[src/verilog/nimhcs_pkg.sv]
package nimhcs_pkg;

    // states, gray along presence->cond->bulk->finish->done
    typedef enum logic [2:0] {
        NIMHCS_PRESENCE = 3'b000,
        NIMHCS_COND     = 3'b001,
        NIMHCS_BULK     = 3'b011,
        NIMHCS_FINISH   = 3'b010,
        NIMHCS_DONE     = 3'b110,
        NIMHCS_FAULT    = 3'b111
    } nimhcs_state_type;

    localparam int unsigned CLK_HZ = 100_000_000;
    // oscillator tick period for all phase timers
    localparam int unsigned TICK_US = 1000;
    localparam int unsigned TICK_CYCLES = (CLK_HZ / 1_000_000) * TICK_US;
    localparam int unsigned TICKS_PER_MIN = 60_000;
    // conditioning limit in minutes
    localparam int unsigned COND_TIMEOUT_MIN = 30;
    // blanking in tenths of a minute (4.3 min)
    localparam int unsigned BLANK_TENTHS_MIN = 43;
    // bulk timeout scaling: 1.5 min per 1000 ohm, in tenths of minutes
    localparam int unsigned BULK_TENTHS_PER_KOHM = 15;
    localparam int unsigned BULK_MIN_MIN = 30;
    localparam int unsigned BULK_MAX_MIN = 360;
    // sense targets in millivolts (average of comparator band)
    localparam int BULK_SENSE_TARGET_MV = -107;
    localparam int FINISH_SENSE_TARGET_MV = -29;
    // thermistor ratio thresholds in thousandths
    localparam int unsigned TEMP_WINDOW_LOW_RATIO = 730;
    localparam int unsigned TEMP_WINDOW_HIGH_RATIO = 330;
    localparam int unsigned TEMP_STOP_RATIO = 290;
    localparam int unsigned LOW_CELL_MV = 1000;
    localparam int unsigned OPEN_CELL_MV = 1650;
    localparam int unsigned TMR_W = 32;
    localparam logic [TMR_W-1:0] TMR_RESET = 32'h0000_0000;

endpackage

[src/verilog/nimhcs_charge_sequencer.sv]
`timescale 1ns/10ps
`default_nettype none
// Summary of operation
// - comparator mode toggles charge drive on/off at upper and lower sense thresholds.
// - band averages -0.107 V in bulk, -0.029 V in finishing phase.
// - conditioning phase limited to fixed 30 minutes; expiry enters fault.
// - rate-of-rise over threshold per minute ends bulk and starts finishing.
// - bulk safety timer expiry clears timer and moves to finishing phase.
// - finishing timeout is half bulk timeout, quarter on alternate variant.
// - finishing timer expiry ends charging into completed state.
// - bulk timeout 0.5 to 6 hours, 1.5 minutes per 1000 ohms.
// - start charging only while thermistor ratio between 0.73 and 0.33.
// - stop ratio 0.29 during conditioning gives fault.
// - stop ratio during bulk or finishing gives completed state.
// - floating timeout pin suspends and resets the state machine.
// - drive low turns pass element on; open turns it off.
// - ignore rate of rise for 4.3 minutes after bulk start.
// - cell not above 1.0 V by conditioning timeout gives fault.
// - fault held until cell above 1.65 V, then presence test.
module nimhcs_charge_sequencer #(
    parameter bit ALT_VARIANT = 1'b0,
    parameter int unsigned TICK_CYCLES_P = nimhcs_pkg::TICK_CYCLES,
    parameter int unsigned TICKS_PER_MIN_P = nimhcs_pkg::TICKS_PER_MIN
) (
    input wire logic ref_clk_in,
    input wire logic resetn_in,
    input wire logic comparator_mode_in,
    input wire logic sense_above_upper_in,
    input wire logic sense_below_lower_in,
    input wire logic linear_drive_in,
    input wire logic timeout_set_pin_float_in,
    input wire logic [8:0] timeout_set_kohm_in,
    input wire logic temp_below_low_ratio_in,
    input wire logic temp_above_high_ratio_in,
    input wire logic temp_at_stop_ratio_in,
    input wire logic temp_rise_over_rate_in,
    input wire logic cell_above_low_in,
    input wire logic cell_open_in,
    output logic charge_drive_out,
    output logic charge_drive_oen_out,
    output logic bulk_select_out,
    output logic [2:0] state_out,
    output logic done_out,
    output logic fault_out
);
    import nimhcs_pkg::*;

    localparam logic [TMR_W-1:0] TICK_LAST = TMR_W'(TICK_CYCLES_P - 1);
    localparam logic [TMR_W-1:0] MIN_TICKS = TMR_W'(TICKS_PER_MIN_P);
    localparam logic [TMR_W-1:0] COND_LIMIT = TMR_W'(COND_TIMEOUT_MIN * TICKS_PER_MIN_P);
    localparam logic [TMR_W-1:0] BLANK_LIMIT =
        TMR_W'((BLANK_TENTHS_MIN * TICKS_PER_MIN_P) / 10);

    nimhcs_state_type state_q, state_d;
    logic [TMR_W-1:0] div_q;
    logic [TMR_W-1:0] phase_q;
    logic [TMR_W-1:0] rate_q;
    logic drive_on_q;
    logic oen_q;
    logic done_q, fault_q, bulk_q;

    wire tick = (div_q == TICK_LAST);
    // bulk limit: kohm * 1.5 minutes, clamped 0.5..6 hours
    wire [TMR_W-1:0] kohm_tenths = TMR_W'(timeout_set_kohm_in) * TMR_W'(BULK_TENTHS_PER_KOHM);
    wire [TMR_W-1:0] bulk_raw_min = kohm_tenths / TMR_W'(10);
    wire [TMR_W-1:0] bulk_min = (bulk_raw_min < TMR_W'(BULK_MIN_MIN)) ? TMR_W'(BULK_MIN_MIN) :
        (bulk_raw_min > TMR_W'(BULK_MAX_MIN)) ? TMR_W'(BULK_MAX_MIN) : bulk_raw_min;
    wire [TMR_W-1:0] bulk_limit = bulk_min * MIN_TICKS;
    // finishing limit half or quarter of bulk
    wire [TMR_W-1:0] finish_limit = ALT_VARIANT ? (bulk_limit >> 2) : (bulk_limit >> 1);
    wire phase_expired_cond = tick && (phase_q >= COND_LIMIT - TMR_W'(1));
    wire phase_expired_bulk = tick && (phase_q >= bulk_limit - TMR_W'(1));
    wire phase_expired_fin = tick && (phase_q >= finish_limit - TMR_W'(1));
    wire blank_over = (phase_q >= BLANK_LIMIT);
    // rate flag evaluated once per minute window after blanking
    wire rate_window_end = tick && (rate_q >= MIN_TICKS - TMR_W'(1));
    wire rate_trip = blank_over && rate_window_end && temp_rise_over_rate_in;
    wire temp_ok = !temp_below_low_ratio_in && !temp_above_high_ratio_in;
    wire charging = (state_q == NIMHCS_COND) || (state_q == NIMHCS_BULK) ||
        (state_q == NIMHCS_FINISH);
    wire phase_change = (state_d != state_q);

    always_comb
    begin
        state_d = state_q;
        unique case (state_q)
            NIMHCS_PRESENCE:
                if (!cell_open_in && temp_ok)
                    state_d = NIMHCS_COND;
            NIMHCS_COND:
                if (cell_open_in)
                    state_d = NIMHCS_PRESENCE;
                else if (temp_at_stop_ratio_in)
                    state_d = NIMHCS_FAULT;
                else if (cell_above_low_in)
                    state_d = NIMHCS_BULK;
                else if (phase_expired_cond)
                    state_d = NIMHCS_FAULT;
            NIMHCS_BULK:
                if (cell_open_in)
                    state_d = NIMHCS_PRESENCE;
                else if (temp_at_stop_ratio_in)
                    state_d = NIMHCS_DONE;
                else if (rate_trip || phase_expired_bulk)
                    state_d = NIMHCS_FINISH;
            NIMHCS_FINISH:
                if (cell_open_in)
                    state_d = NIMHCS_PRESENCE;
                else if (temp_at_stop_ratio_in || phase_expired_fin)
                    state_d = NIMHCS_DONE;
            NIMHCS_DONE:
                if (cell_open_in)
                    state_d = NIMHCS_PRESENCE;
            NIMHCS_FAULT:
                if (cell_open_in)
                    state_d = NIMHCS_PRESENCE;
            default:
                state_d = NIMHCS_PRESENCE;
        endcase
        if (timeout_set_pin_float_in)
            state_d = NIMHCS_PRESENCE;
    end

    // comparator hysteresis: on below lower, off above upper
    wire drive_on_d = !charging ? 1'b0 :
        !comparator_mode_in ? linear_drive_in :
        sense_above_upper_in ? 1'b0 :
        sense_below_lower_in ? 1'b1 : drive_on_q;
    // drive forced off on the cycle a phase changes or suspend starts
    wire drive_next = drive_on_d && !phase_change && !timeout_set_pin_float_in;
    wire timers_clear = phase_change || timeout_set_pin_float_in;
    // tick divider free-runs, restarted by suspend
    wire [TMR_W-1:0] div_d = (tick || timeout_set_pin_float_in) ? TMR_RESET :
        div_q + TMR_W'(1);
    // phase timer restarts on every phase entry
    wire [TMR_W-1:0] phase_d = timers_clear ? TMR_RESET :
        tick ? phase_q + TMR_W'(1) : phase_q;
    // rate window restarts each minute and on phase entry
    wire [TMR_W-1:0] rate_d = (timers_clear || rate_window_end) ? TMR_RESET :
        tick ? rate_q + TMR_W'(1) : rate_q;
    // state flags taken from next state to line up with state_out
    wire done_d = (state_d == NIMHCS_DONE);
    wire fault_d = (state_d == NIMHCS_FAULT);
    wire bulk_d = (state_d == NIMHCS_BULK);

    always_ff @(posedge ref_clk_in or negedge resetn_in)
    begin
        if (!resetn_in)
            state_q <= NIMHCS_PRESENCE;
        else
            state_q <= state_d;
    end

    always_ff @(posedge ref_clk_in or negedge resetn_in)
    begin
        if (!resetn_in)
            div_q <= TMR_RESET;
        else
            div_q <= div_d;
    end

    always_ff @(posedge ref_clk_in or negedge resetn_in)
    begin
        if (!resetn_in)
            phase_q <= TMR_RESET;
        else
            phase_q <= phase_d;
    end

    always_ff @(posedge ref_clk_in or negedge resetn_in)
    begin
        if (!resetn_in)
            rate_q <= TMR_RESET;
        else
            rate_q <= rate_d;
    end

    always_ff @(posedge ref_clk_in or negedge resetn_in)
    begin
        if (!resetn_in)
            drive_on_q <= 1'b0;
        else
            drive_on_q <= drive_next;
    end

    // enable low pulls the pin low, pass element on
    always_ff @(posedge ref_clk_in or negedge resetn_in)
    begin
        if (!resetn_in)
            oen_q <= 1'b1;
        else
            oen_q <= !drive_next;
    end

    always_ff @(posedge ref_clk_in or negedge resetn_in)
    begin
        if (!resetn_in)
            done_q <= 1'b0;
        else
            done_q <= done_d;
    end

    always_ff @(posedge ref_clk_in or negedge resetn_in)
    begin
        if (!resetn_in)
            fault_q <= 1'b0;
        else
            fault_q <= fault_d;
    end

    always_ff @(posedge ref_clk_in or negedge resetn_in)
    begin
        if (!resetn_in)
            bulk_q <= 1'b0;
        else
            bulk_q <= bulk_d;
    end

    // open-drain data bit; only the enable moves the pin
    assign charge_drive_out = 1'b0;
    assign charge_drive_oen_out = oen_q;
    assign bulk_select_out = bulk_q;
    assign state_out = state_q;
    assign done_out = done_q;
    assign fault_out = fault_q;

endmodule
`default_nettype wire

[config.mk]
export PLATFORM = sky130hd
export DESIGN_NAME = nimhcs_charge_sequencer
export DESIGN_NICKNAME = d
export VERILOG_FILES = /design/src/verilog/nimhcs_pkg.sv /design/src/verilog/nimhcs_charge_sequencer.sv
export SDC_FILE = /design/constraint.sdc
export NUM_CORES = 1
export LEC_CHECK = 0
export BUFFER_PORTS_ARGS = -buffer_cell sky130_fd_sc_hd__buf_2
export CAP_MARGIN = 40
export CORE_UTILIZATION = 40
export DETAILED_ROUTE_END_ITERATION = 10
export GPL_TIMING_DRIVEN = 0
export SLEW_MARGIN = 0
export SYNTH_ARGS = -nofsm -noshare
export SYNTH_HDL_FRONTEND = slang
export SYNTH_SLANG_ARGS = --single-unit
[constraint.sdc]
create_clock -name ref_clk_in -period 8.8 [get_ports ref_clk_in]
set_input_delay 2.2 -clock ref_clk_in [delete_from_list [all_inputs] [get_ports ref_clk_in]]
set_output_delay 2.2 -clock ref_clk_in [all_outputs]
set_load 0.01 [all_outputs]
Yosys cells after proc, flatten, opt, wreduce, memory -nomap -nowiden
Index checks and enable logic that the tools add are counted.
{"block": "totals", "ff_bits": 104, "inputBits": 22, "output_inout_bits": 8, "elab_cells": 85}
{"block": "op_classes", "addsub": 5, "n_mul": 2, "n_div": 1, "order_cmp": 7, "n_eq_ne": 10, "muxes": 24, "n_reduce_logical": 27}
{"operator": "32-bit 2-to-1 mux", "n": 7}
{"operator": "32-bit by 1-bit adder with 32-bit output, second input constant", "n": 3}
{"operator": "32-bit greater-or-equal comparator", "n": 2}
{"operator": "3-bit 2-to-1 mux", "n": 12}
{"operator": "13-bit by 4-bit divider with 32-bit output, second input constant", "n": 1}
{"operator": "32-bit by 17-bit equality test with 1-bit output, second input constant", "n": 1}
{"operator": "32-bit by 16-bit greater-or-equal comparator with 1-bit output, second input constant", "n": 1}
{"operator": "32-bit by 18-bit greater-or-equal comparator with 1-bit output, second input constant", "n": 1}
{"operator": "32-bit by 21-bit greater-or-equal comparator with 1-bit output, second input constant", "n": 1}
{"operator": "32-bit by 9-bit > comparator with 1-bit output, second input constant", "n": 1}
{"operator": "32-bit by 5-bit less-than comparator with 1-bit output, second input constant", "n": 1}
{"operator": "32-bit by 11-bit multiplier with 27-bit output, second input constant", "n": 1}
{"operator": "31-bit by 1-bit subtractor with 32-bit output, second input constant", "n": 1}
{"operator": "32-bit by 1-bit subtractor with 32-bit output, second input constant", "n": 1}
{"operator": "3-bit one-hot mux with 5 select lines", "n": 1}
{"operator": "9-bit by 4-bit multiplier with 13-bit output, second input constant", "n": 1}
{"operator": "3-bit equality test, second input constant", "n": 4}
{"operator": "1-bit logical AND", "n": 10}
{"operator": "3-bit by 2-bit equality test with 1-bit output, second input constant", "n": 3}
{"operator": "1-bit logical OR", "n": 7}
{"operator": "1-bit zero test", "n": 6}
{"operator": "1-bit 2-to-1 mux", "n": 4}
{"operator": "2-bit nonzero test", "n": 2}
{"operator": "3-bit by 1-bit equality test with 1-bit output, second input constant", "n": 1}
{"operator": "other kinds (3)", "n": 3}

Longest topological paths before layout
Gate-level depths: netlist of run 1.
{"block": "depth", "ltp_word": 20, "depth_mapped": 83, "mapped_depth_nobuf": 75}

Worst setup path after synthesis of run 1
OpenSTA, ideal clock, no wires.
{"block": "synth_timing", "path_type": "input -> register", "startpoint": "input timeout_set_kohm_in[3]", "endpoint": "register rate_q[11]", "setup_ns": 0.123, "arrival_time_ns": 19.301, "required_time_ns": 8.677, "slack_ns": -10.623, "path_stages": 75, "path_buffers": 4, "path_cell_list": "inv_1 -> fa_1 -> fa_1 -> inv_1 -> ha_1 -> buf_2 -> a211oi_2 -> o211a_1 -> or2_1 -> mux2i_4 -> inv_2 -> clkbuf_1 -> ha_1 -> clkbuf_1 -> inv_1 -> nand2_1 -> a2111oi_0 -> o31a_1 -> (+39 left out) -> a21oi_1 -> o21bai_1 -> a21oi_1 -> o21bai_1 -> a21oi_1 -> xnor2_1 -> nor4_1 -> nand3_1 -> ha_1 -> nand4_1 -> or4b_2 -> nor4_1 -> o2111ai_1 -> and2_4 -> a21oi_4 -> nor2_2 -> or4_1 -> mux2i_1"}
{"block": "synth_via", "elab_chain_len": 19, "elab_cells_between_ends": 27, "classes_between": "add/sub: 2; mul: 2; div: 1; order compare: 4; eq/ne: 1; mux: 10; reduce/logical: 7"}
{"element": "from (decl)", "line_no": "nimhcs_charge_sequencer.sv:32", "text": "input wire logic [8:0] timeout_set_kohm_in,"}
{"element": "9-bit by 4-bit multiplier with 13-bit output (*)", "line_no": "nimhcs_charge_sequencer.sv:64", "text": "wire [TMR_W-1:0] kohm_tenths = TMR_W'(timeout_set_kohm_in) * TMR_W'(BULK_TENTHS_PER_KOHM);"}
{"element": "13-bit by 4-bit divider with 32-bit output (*)", "line_no": "nimhcs_charge_sequencer.sv:65", "text": "wire [TMR_W-1:0] bulk_raw_min = kohm_tenths / TMR_W'(10);"}
{"element": "32-bit by 9-bit > comparator with 1-bit output", "line_no": "nimhcs_charge_sequencer.sv:67", "text": "(bulk_raw_min > TMR_W'(BULK_MAX_MIN)) ? TMR_W'(BULK_MAX_MIN) : bulk_raw_min;"}
{"element": "32-bit 2-to-1 mux", "line_no": "nimhcs_charge_sequencer.sv:67"}
{"element": "32-bit 2-to-1 mux (*)", "line_no": "nimhcs_charge_sequencer.sv:66", "text": "wire [TMR_W-1:0] bulk_min = (bulk_raw_min < TMR_W'(BULK_MIN_MIN)) ? TMR_W'(BULK_MIN_MIN) :"}
{"element": "32-bit by 11-bit multiplier with 27-bit output (*)", "line_no": "nimhcs_charge_sequencer.sv:68", "text": "wire [TMR_W-1:0] bulk_limit = bulk_min * MIN_TICKS;"}
{"element": "32-bit by 1-bit subtractor with 32-bit output", "line_no": "nimhcs_charge_sequencer.sv:72", "text": "wire phase_expired_bulk = tick && (phase_q >= bulk_limit - TMR_W'(1));"}
{"element": "32-bit greater-or-equal comparator", "line_no": "nimhcs_charge_sequencer.sv:72"}
{"element": "(+3 left out)"}
{"element": "3-bit 2-to-1 mux", "line_no": "nimhcs_charge_sequencer.sv:102", "text": "else if (temp_at_stop_ratio_in)"}
{"element": "3-bit 2-to-1 mux", "line_no": "nimhcs_charge_sequencer.sv:100", "text": "if (cell_open_in)"}
{"element": "3-bit one-hot mux with 5 select lines (*)", "line_no": "nimhcs_charge_sequencer.sv:86", "text": "unique case (state_q)"}
{"element": "3-bit 2-to-1 mux (*)", "line_no": "nimhcs_charge_sequencer.sv:120", "text": "if (timeout_set_pin_float_in)"}
{"element": "3-bit != test (*)", "line_no": "nimhcs_charge_sequencer.sv:81", "text": "wire phase_change = (state_d != state_q);"}
{"element": "1-bit logical OR (*)", "line_no": "nimhcs_charge_sequencer.sv:131", "text": "wire timers_clear = phase_change || timeout_set_pin_float_in;"}
{"element": "1-bit logical OR (*)", "line_no": "nimhcs_charge_sequencer.sv:139", "text": "wire [TMR_W-1:0] rate_d = (timers_clear || rate_window_end) ? TMR_RESET :"}
{"element": "32-bit 2-to-1 mux or 2-bit nonzero test (tied branches)"}
{"element": "to (signal assigned)", "line_no": "nimhcs_charge_sequencer.sv:175", "text": "rate_q <= rate_d;"}
{"element": "to (decl)", "line_no": "nimhcs_charge_sequencer.sv:57", "text": "logic [TMR_W-1:0] rate_q;"}
Mark *: on every way between the ends. The rest lies on a longest branch, timed or not.
A chain may end at the register's enable or synchronous reset.

Worst setup path after layout of run 1
{"block": "layout_timing", "startpoint": "input timeout_set_kohm_in[1]", "endpoint": "register rate_q[3]"}
The elaborated chain is that of the path after synthesis.

==> results of run 1 <==
[repair_timing]
action	in CTS	in global routing
endpoints found under the setup margin	71	71
resized for setup	178	187
gates cloned	4	2
setup buffers	112	35
pin swaps	102	101
[synthesized netlist by cell type (6+ instances only)]
cell type,count
nand3_1,82
a22oi_1,9
o21ai_0,66
or3_1,21
a21oi_1,99
xor2_1,53
or4_1,8
o31ai_1,14
nor3_1,47
nor4_1,30
nand4_1,27
a211oi_1,10
nand2b_1,17
buf_2,16
and2_1,31
xnor2_1,70
o21bai_1,21
o211ai_1,21
nor3_2,7
nand2_1,114
o21ai_1,16
a21o_1,36
dfrtp_1,103
nor2b_1,13
fa_1,47
clkbuf_1,39
or2_2,7
mux2i_1,9
inv_1,117
buf_4,6
ha_1,141
o21a_1,17
o2111ai_1,6
a31oi_1,13
and3_1,20
o22ai_1,12
nor3b_1,8
a221oi_1,7
nor2_1,198
o31a_1,7
[worst reg2reg max path: cells and delay by family, from the launching register on]
family	cells	cell delay, ns
adder cells (fa/ha/maj)	1	0.32
buffers and inverters	1	0.17
flip-flops	1	0.45
AO/OA/AOI/OAI	20	3.22
AND/OR/NAND/NOR	9	1.27
[kinds of logic after synthesis]
kind of cell             after synthesis  share of synthesized area (%)
AO/OA/AOI/OAI                        448                           23.2
XOR/XNOR                             123                           7.84
adder cells (fa/ha/maj)              188                           19.7
buffers and inverters                180                           5.22
flip-flops                           104                           18.9
multiplexers                          10                          0.819
other                                  2                         0.0546
AND/OR/NAND/NOR                      663                           24.2
[per-layer routing]
layer | vias up | track usage, %
met3 | 56 | 2.44
met4 | 0 | 5.03
met2 | 452 | 36.1
met5 | - | 0
met1 | 6576 | 31.1
li1 | 6604 | -
[worst max path at each step]
| stage | startpoint | to | slack (ns) | depth (start not counted) |
|---|---|---|---|---|
| global placement | timeout_set_kohm_in[6] | rate_q[3] | -11.65 | 75 |
| CTS | timeout_set_kohm_in[3] | rate_q[11] | -9.57 | 78 |
| detailed placement | timeout_set_kohm_in[6] | rate_q[3] | -11.81 | 75 |
| finish | timeout_set_kohm_in[1] | rate_q[3] | -9.84 | 78 |
| global route | timeout_set_kohm_in[1] | rate_q[3] | -10.51 | 73 |
| floorplan | timeout_set_kohm_in[3] | rate_q[11] | -9.21 | 73 |
[metrics by stage]
stage | worst slack, ns | cell area [um2]
6_report | -9.84 | 17900
5_1_grt | -10.51 | 17900
4_1_cts | -9.57 | 16800
3_5_place_dp | -11.81 | 14900
3_3_place_gp | -11.65 | 14900
2_1_floorplan | -9.21 | 14200
[cell type report]
| class | count | area [um2] |
|---|---|---|
| fillers | 3073 | 15800 |
| multi-input cells | 1441 | 12200 |
| flip-flops and latches | 104 | 2600 |
| repair buffers | 170 | 1410 |
| well taps | 448 | 561 |
| inverters | 118 | 452 |
| plain buffers | 59 | 394 |
| clock buffers | 9 | 225 |
| clock inverters | 7 | 87.6 |
[registers in the layout, summed over array words and instances (netlist names)]
| name | count |
|---|---|
| drive_on_q | 1 |
| charge_drive_oen_out | 1 |
| phase_q | 32 |
| rate_q | 32 |
| state_out | 3 |
| done_out | 1 |
| div_q | 32 |
| fault_out | 1 |
| bulk_select_out | 1 |
==> out/metrics.cfg, run 1 <==
[critical_path]
crit_type=input pin to register
regToRegStartpoint=phase_q[4]
max_stage_delay_ns=0.58
worstPathMaxFanout=8
crit_family=compound AO/OA/AOI/OAI gates
crit_required_ns=9.11
reg2reg_to=rate_q[3]
critical_path.startpoint_type=input pin
path_buf_inv=17
end_kind=register
reg2reg_depth=31
cp.arrival_ns=18.95
r2r_setup_slack_ns=3.33
slowest_stage=fa_2

[timing]
final_hold_viol_count=0
fin_crit_ns=18.64
slew_headroom_pct=27.2
slew_violations=0
fin_tns_setup_ns=-689.41
rsz0062_at_grt=true
skew_ns=0.0166
period_share_pct=212
setup-violations-final=71
worstMarginPinSlew_ns=1.08
hold_ws_ns=0.495
worst_slack_ns=-9.84
max_clock_freq_mhz=53.7

[synthesis]
synth_edf_count=0
netlist_area_um2=13700
async_reset_ff_share_pct=100
syn_inst=1718
synth_ff_type=dfrtp_1
ys_types=106
ys_warn_count=0
ys_seq_area_share_pct=18.9
avgSynthCellArea_um2=8.00
yosysTopAreaCellShare_pct=18.7
ys_seq_elements=104
yosysTopAreaCell=dfrtp_1
synth.top_cells.by_area=dfrtp_1 19%, ha_1 13%, fa_1 6.8%

[finish]
syn_to_final_growth_pct=30.5
num-nets-final=2113
drive_gt1_share_pct=28.4
antenna_cells=0
stdcell_count=2356
layout_common_cells=144 x nor2_1, 131 x buf_4, 127 x ha_1
final_common_cell=nor2_1
final_util_pct=53.2

[clock_tree]
clock_latency_ns=0.36
cts_buffers=9
hold_buffers=0
htreeDepth=3
cts.reportedPaths.clkPinSlew_ns=0.08
cts.path.max_buffers=2
cts_tree=built
cts_root_buf=clkbuf_16
clock_sinks=104

[route]
initialDrtViolationCount=952
dr_total_vias=13688
drc=0
via_per_inst=5.81
dr_wl_met3_um=2170
antenna_left=0
wl_um=40600
drt-wirelength-per-cell_um=17.2
dr.pass1.iters=6
highest_layer=met4
wl_met2_um=18700
met1_length_um=19100

[hold_path]
holdPathEnd=div_q[0]
whs_path_depth=1
min_from=div_q[0]
min_path_type=register to register

[die]
start_util_pct=40.8
die_area_um2=35100
die_h_um=187
pin_count=30
num_rows=67
coreArea_um2=33700
chipWidth_um=187

[run]
maxCapViolCount=0

[global_route]
grt_use_total_pct=22.1
grt_pass1_wl_um=64800
grt_pass1_vias=13064
gr-total-overflow=0
grt_max_degree=60
antenna_found_initial=0

[placement]
routabilityCongestion=0.937
place_hpwl_um=29200
dp.cells=2201
port_buffers=28

[outcome]
status=complete, but fails checks
violations=negative setup slack

Power of run 1 is not shown: default switching activity piles up to over one toggle a cycle in this logic, so the estimate is an artifact.
==> run 2, diff against run 1 <==
- BUFFER_PORTS_ARGS: -buffer_cell sky130_fd_sc_hd__buf_2 -> default
- DONT_BUFFER_PORTS: default -> 1
==> out/metrics.cfg, run 2 (synthesized netlist as in run 1, its figures left out) <==
[die]
die_area_um2=35100  ; unchanged
start_util_pct=40.8  ; unchanged
num_rows=67  ; unchanged
die_h_um=187  ; unchanged
pin_count=30  ; unchanged
coreArea_um2=33700  ; unchanged
chipWidth_um=187  ; unchanged

[clock_tree]
cts_buffers=9  ; unchanged
clock_sinks=104  ; unchanged
cts_root_buf=clkbuf_16
cts.reportedPaths.clkPinSlew_ns=0.07  ; about the same
clock_latency_ns=0.37  ; about the same
cts.path.max_buffers=2  ; unchanged
cts_tree=built
hold_buffers=0  ; unchanged
htreeDepth=3  ; unchanged

[route]
initialDrtViolationCount=800  ; -16%
wl_um=41500  ; +2.3%
antenna_left=0  ; unchanged
drt-wirelength-per-cell_um=17.8  ; +3.1%
dr_total_vias=13541  ; -1.1%
drc=0  ; unchanged
via_per_inst=5.79  ; -0.31%
dr.pass1.iters=5  ; -1

[critical_path]
crit_required_ns=9.11  ; about the same
crit_type=input pin to register
cp.arrival_ns=18.50  ; -0.45 ns
worstPathMaxFanout=6  ; -2
slowest_stage=or4_4
max_stage_delay_ns=0.57  ; about the same
critical_path.startpoint_type=input pin
end_kind=register

[timing]
period_share_pct=207  ; -5.1 points
slew_violations=0  ; unchanged
rsz0062_at_grt=true
fin_tns_setup_ns=-655.75  ; +33.66 ns
setup-violations-final=71  ; unchanged
skew_ns=0.00936  ; -0.00725 ns
slew_headroom_pct=39.1  ; +12 points
max_clock_freq_mhz=55.0  ; +2.5%
final_hold_viol_count=0  ; unchanged
worstMarginPinSlew_ns=0.908  ; -0.177 ns
fin_crit_ns=18.19  ; -0.448 ns
worst_slack_ns=-9.39  ; +0.448 ns

[finish]
num-nets-final=2095  ; -0.85%
fillers=3127  ; +1.8%
regArea_um2=2600  ; unchanged
syn_to_final_growth_pct=30.3
reg_top3=div_q: 32 flops, phase_q: 32 flops, rate_q: 32 flops
layout_common_cells=178 x nor2_1, 140 x buf_4, 123 x ha_1
multi_input_area_um2=12300  ; +0.75%
drive_gt1_share_pct=26.3  ; -2.1 points
antenna_cells=0  ; unchanged
final_common_cell=nor2_1

[placement]
place_hpwl_um=29400  ; +0.93%
routabilityCongestion=0.918  ; -2.0%
port_buffers=0  ; -100%

[global_route]
antenna_found_initial=0  ; unchanged
grt_pass1_wl_um=66700  ; +2.9%
gr-total-overflow=0  ; unchanged
grt_max_degree=105  ; +75%
grt_pass1_vias=13313  ; +1.9%
grt_use_total_pct=22.8  ; +0.73 points

[outcome]
violations=negative setup slack
status=complete, but fails checks

[run]
maxCapViolCount=0  ; unchanged

[hold_path]
min_path_type=register to register

==> run 2: what timing repair did <==
item,4_1_cts,5_1_grt
endpoints found under the setup margin,71,71
buffers inserted,97,48
pin swaps,113,79
resized for setup,218,111
cloned,2,3
==> run 2: layer usage <==
layer	vias to the layer above	share of wire, %	track usage [%]
met2	347	50	40.3
met1	6553	43	28.9
li1	6563	-	-
met5	-	0	0
met4	0	2.6	7.54
met3	78	4.0	2.36
==> run 2: critical path: cells and delay by family <==
kind                       cells  cell delay (ns)
and+or+nand+nor               21             5.10
xor gates and xnor gates       3             0.46
buffers and inverters         18             1.96
AOI/OAI and AO/OA             26             4.77
adders and majority gates     10             3.74
muxes                          1             0.20
==> run 2: path summary, 6_finish.rpt <==
path	slack, ns	startpoint	depth (start not counted)	endpoint
min reg2reg	0.49	rate_q[29]	1	rate_q[29]
min	0.49	rate_q[29]	1	rate_q[29]
max in group asynchronous	7.07	resetn_in	0	charge_drive_oen_out
max reg2reg	3.25	phase_q[4]	31	rate_q[3]
min in group asynchronous	1.52	resetn_in	0	phase_q[6]
max	-9.39	timeout_set_kohm_in[4]	79	rate_q[3]
==> run 2: final cells by class <==
class	count	area share [%]
Multi-Input combinational cell	1440	68.7
Sequential cell	104	14.5
Timing Repair Buffer	152	6.97
Tap cell	448	3.13
Inverter	118	2.64
Buffer	60	2.38
Clock buffer	10	1.33
Clock inverter	6	0.335
==> run 2: stage by stage <==
step           cells  hold WS (ns)  instance area, um2  setup slack, ns  util [%]
6_report        2338         0.491               17900            -9.39      53.1
5_1_grt         2338         0.502               17900           -10.06      53.1
4_1_cts         2288         0.493               16900            -9.25      50.1
3_5_place_dp    2175         0.475               14800           -12.10      43.9
3_3_place_gp    2172         0.473               14800           -11.90      43.8
2_1_floorplan   1724         0.454               14200            -9.21         -
Power of run 2 is left out for the same reason.
==> run 3, diff against run 2 <==
- SETUP_SLACK_MARGIN: default -> 0.5
==> out/metrics.cfg, run 3 (synthesized netlist as in run 1, its figures left out) <==
[die]
num_rows=67  ; unchanged
start_util_pct=40.8  ; unchanged
coreArea_um2=33700  ; unchanged
pin_count=30  ; unchanged
die_area_um2=35100  ; unchanged
die_h_um=187  ; unchanged
chipWidth_um=187  ; unchanged

[placement]
routabilityCongestion=0.918  ; unchanged
place_area_um2=14800  ; unchanged
place_hpwl_um=29400  ; unchanged
port_buffers=0  ; unchanged

[critical_path]
critical_path.startpoint_type=input pin
reg2reg_depth=31  ; unchanged
crit_end=rate_q[3]
cp.arrival_ns=18.69  ; +0.19 ns
worstPathMaxFanout=6  ; unchanged
end_kind=register
max_stage_delay_ns=0.58  ; about the same
regToRegStartpoint=phase_q[4]
crit_required_ns=9.11  ; about the same
crit_type=input pin to register
reg2reg_to=rate_q[3]
crit_path_start=timeout_set_kohm_in[4]
worst_path_most_repeated_cell=fa_1
r2r_setup_slack_ns=3.25  ; about the same
slowest_stage=or4_4

[route]
initialDrtViolationCount=737  ; -7.9%
drc=0  ; unchanged
dr_total_vias=13535  ; -0.044%
drt-wirelength-per-cell_um=17.8  ; +0.20%
dr.pass1.iters=5  ; unchanged
antenna_left=0  ; unchanged
wl_um=41600  ; +0.24%
via_per_inst=5.79  ; about the same

[timing]
fin_crit_ns=18.37  ; +0.183 ns
rsz0062_at_grt=true
setup-violations-final=71  ; unchanged
fin_tns_setup_ns=-672.41  ; -16.66 ns
max_clock_freq_mhz=54.4  ; -0.99%
skew_ns=0.00999  ; +0.000630 ns
period_share_pct=209  ; +2.1 points
worstMarginPinSlew_ns=0.912  ; +0.00465 ns
worst_slack_ns=-9.57  ; -0.183 ns
final_hold_viol_count=0  ; unchanged
slew_headroom_pct=38.9  ; -0.21 points
slew_violations=0  ; unchanged

[outcome]
violations=negative setup slack
status=complete, but fails checks

[hold_path]
min_path_type=register to register

[global_route]
grt_pass1_vias=13285  ; -0.21%
antenna_found_initial=0  ; unchanged
gr-total-overflow=0  ; unchanged
grt_use_total_pct=22.7  ; -0.14 points
grt_max_degree=105  ; unchanged
grt_pass1_wl_um=66200  ; -0.67%

[clock_tree]
hold_buffers=0  ; unchanged
cts_buffers=9  ; unchanged
htreeDepth=3  ; unchanged
clock_latency_ns=0.37  ; about the same
cts.path.max_buffers=2  ; unchanged
cts_root_buf=clkbuf_16
clock_sinks=104  ; unchanged
cts.reportedPaths.clkPinSlew_ns=0.08  ; about the same
cts_tree=built

[finish]
final_common_cell=nor2_1
reg_top3=div_q: 32 flops, phase_q: 32 flops, rate_q: 32 flops
syn_to_final_growth_pct=31.0
stdcell_area_um2=18000  ; +0.58%
layout_common_cells=148 x nor2_1, 137 x buf_4, 123 x ha_1
drive_gt1_share_pct=27.6  ; +1.3 points
num-nets-final=2096  ; +0.048%
antenna_cells=0  ; unchanged

[run]
maxCapViolCount=0  ; unchanged

[run 3: per-layer routing]
layer	share of wire (%)	GRT usage, %	routed length [um]
met1	44	28.7	18300
met2	50	40.1	20700
met3	3.7	2.33	1550
met4	2.4	7.50	986
met5	0	0	0
[run 3: repair_timing]
item	4_1_cts	5_1_grt
cloned	2	5
resized for setup	216	144
buffers inserted	92	49
setup endpoints to repair	71	71
pin swaps	112	69
[run 3: worst min-delay path by stage]
stage,from,endpoint,cells after the start
after floorplan,rate_q[30],rate_q[30],1
after global placement,rate_q[30],rate_q[30],1
after detailed placement,rate_q[29],rate_q[29],1
after CTS,rate_q[28],rate_q[28],1
after global routing,rate_q[29],rate_q[29],1
final,rate_q[29],rate_q[29],1
[run 3: worst max-delay path: cells and delay by family]
kind,cells,cell delay [ns]
adder cells (fa/ha/maj),10,3.79
multiplexers,2,0.31
AO/OA/AOI/OAI,24,4.69
AND/OR/NAND/NOR,23,5.77
XOR/XNOR,2,0.32
buffers and inverters,16,1.56
[run 3: layout make-up]
class                      count  area (um2)
tap                          448         561
multi-input combinational   1440       12400
buffer                        62         457
clock inverter                 6        60.1
clock buffer                  10         239
sequential                   104        2600
timing repair buffer         151        1250
fill                        3102       15700
inverter                     118         473
[run 3: metrics by stage]
stage          setup WS, ns  hold slack, ns  std cells  utilization (%)
2_1_floorplan         -9.21           0.454       1724                -
3_5_place_dp         -12.10           0.475       2175             43.9
5_1_grt              -10.27           0.502       2339             53.4
3_3_place_gp         -11.90           0.473       2172             43.8
6_report              -9.57           0.491       2339             53.4
4_1_cts               -9.37           0.493       2285             50.1
Power of run 3 is left out for the same reason.
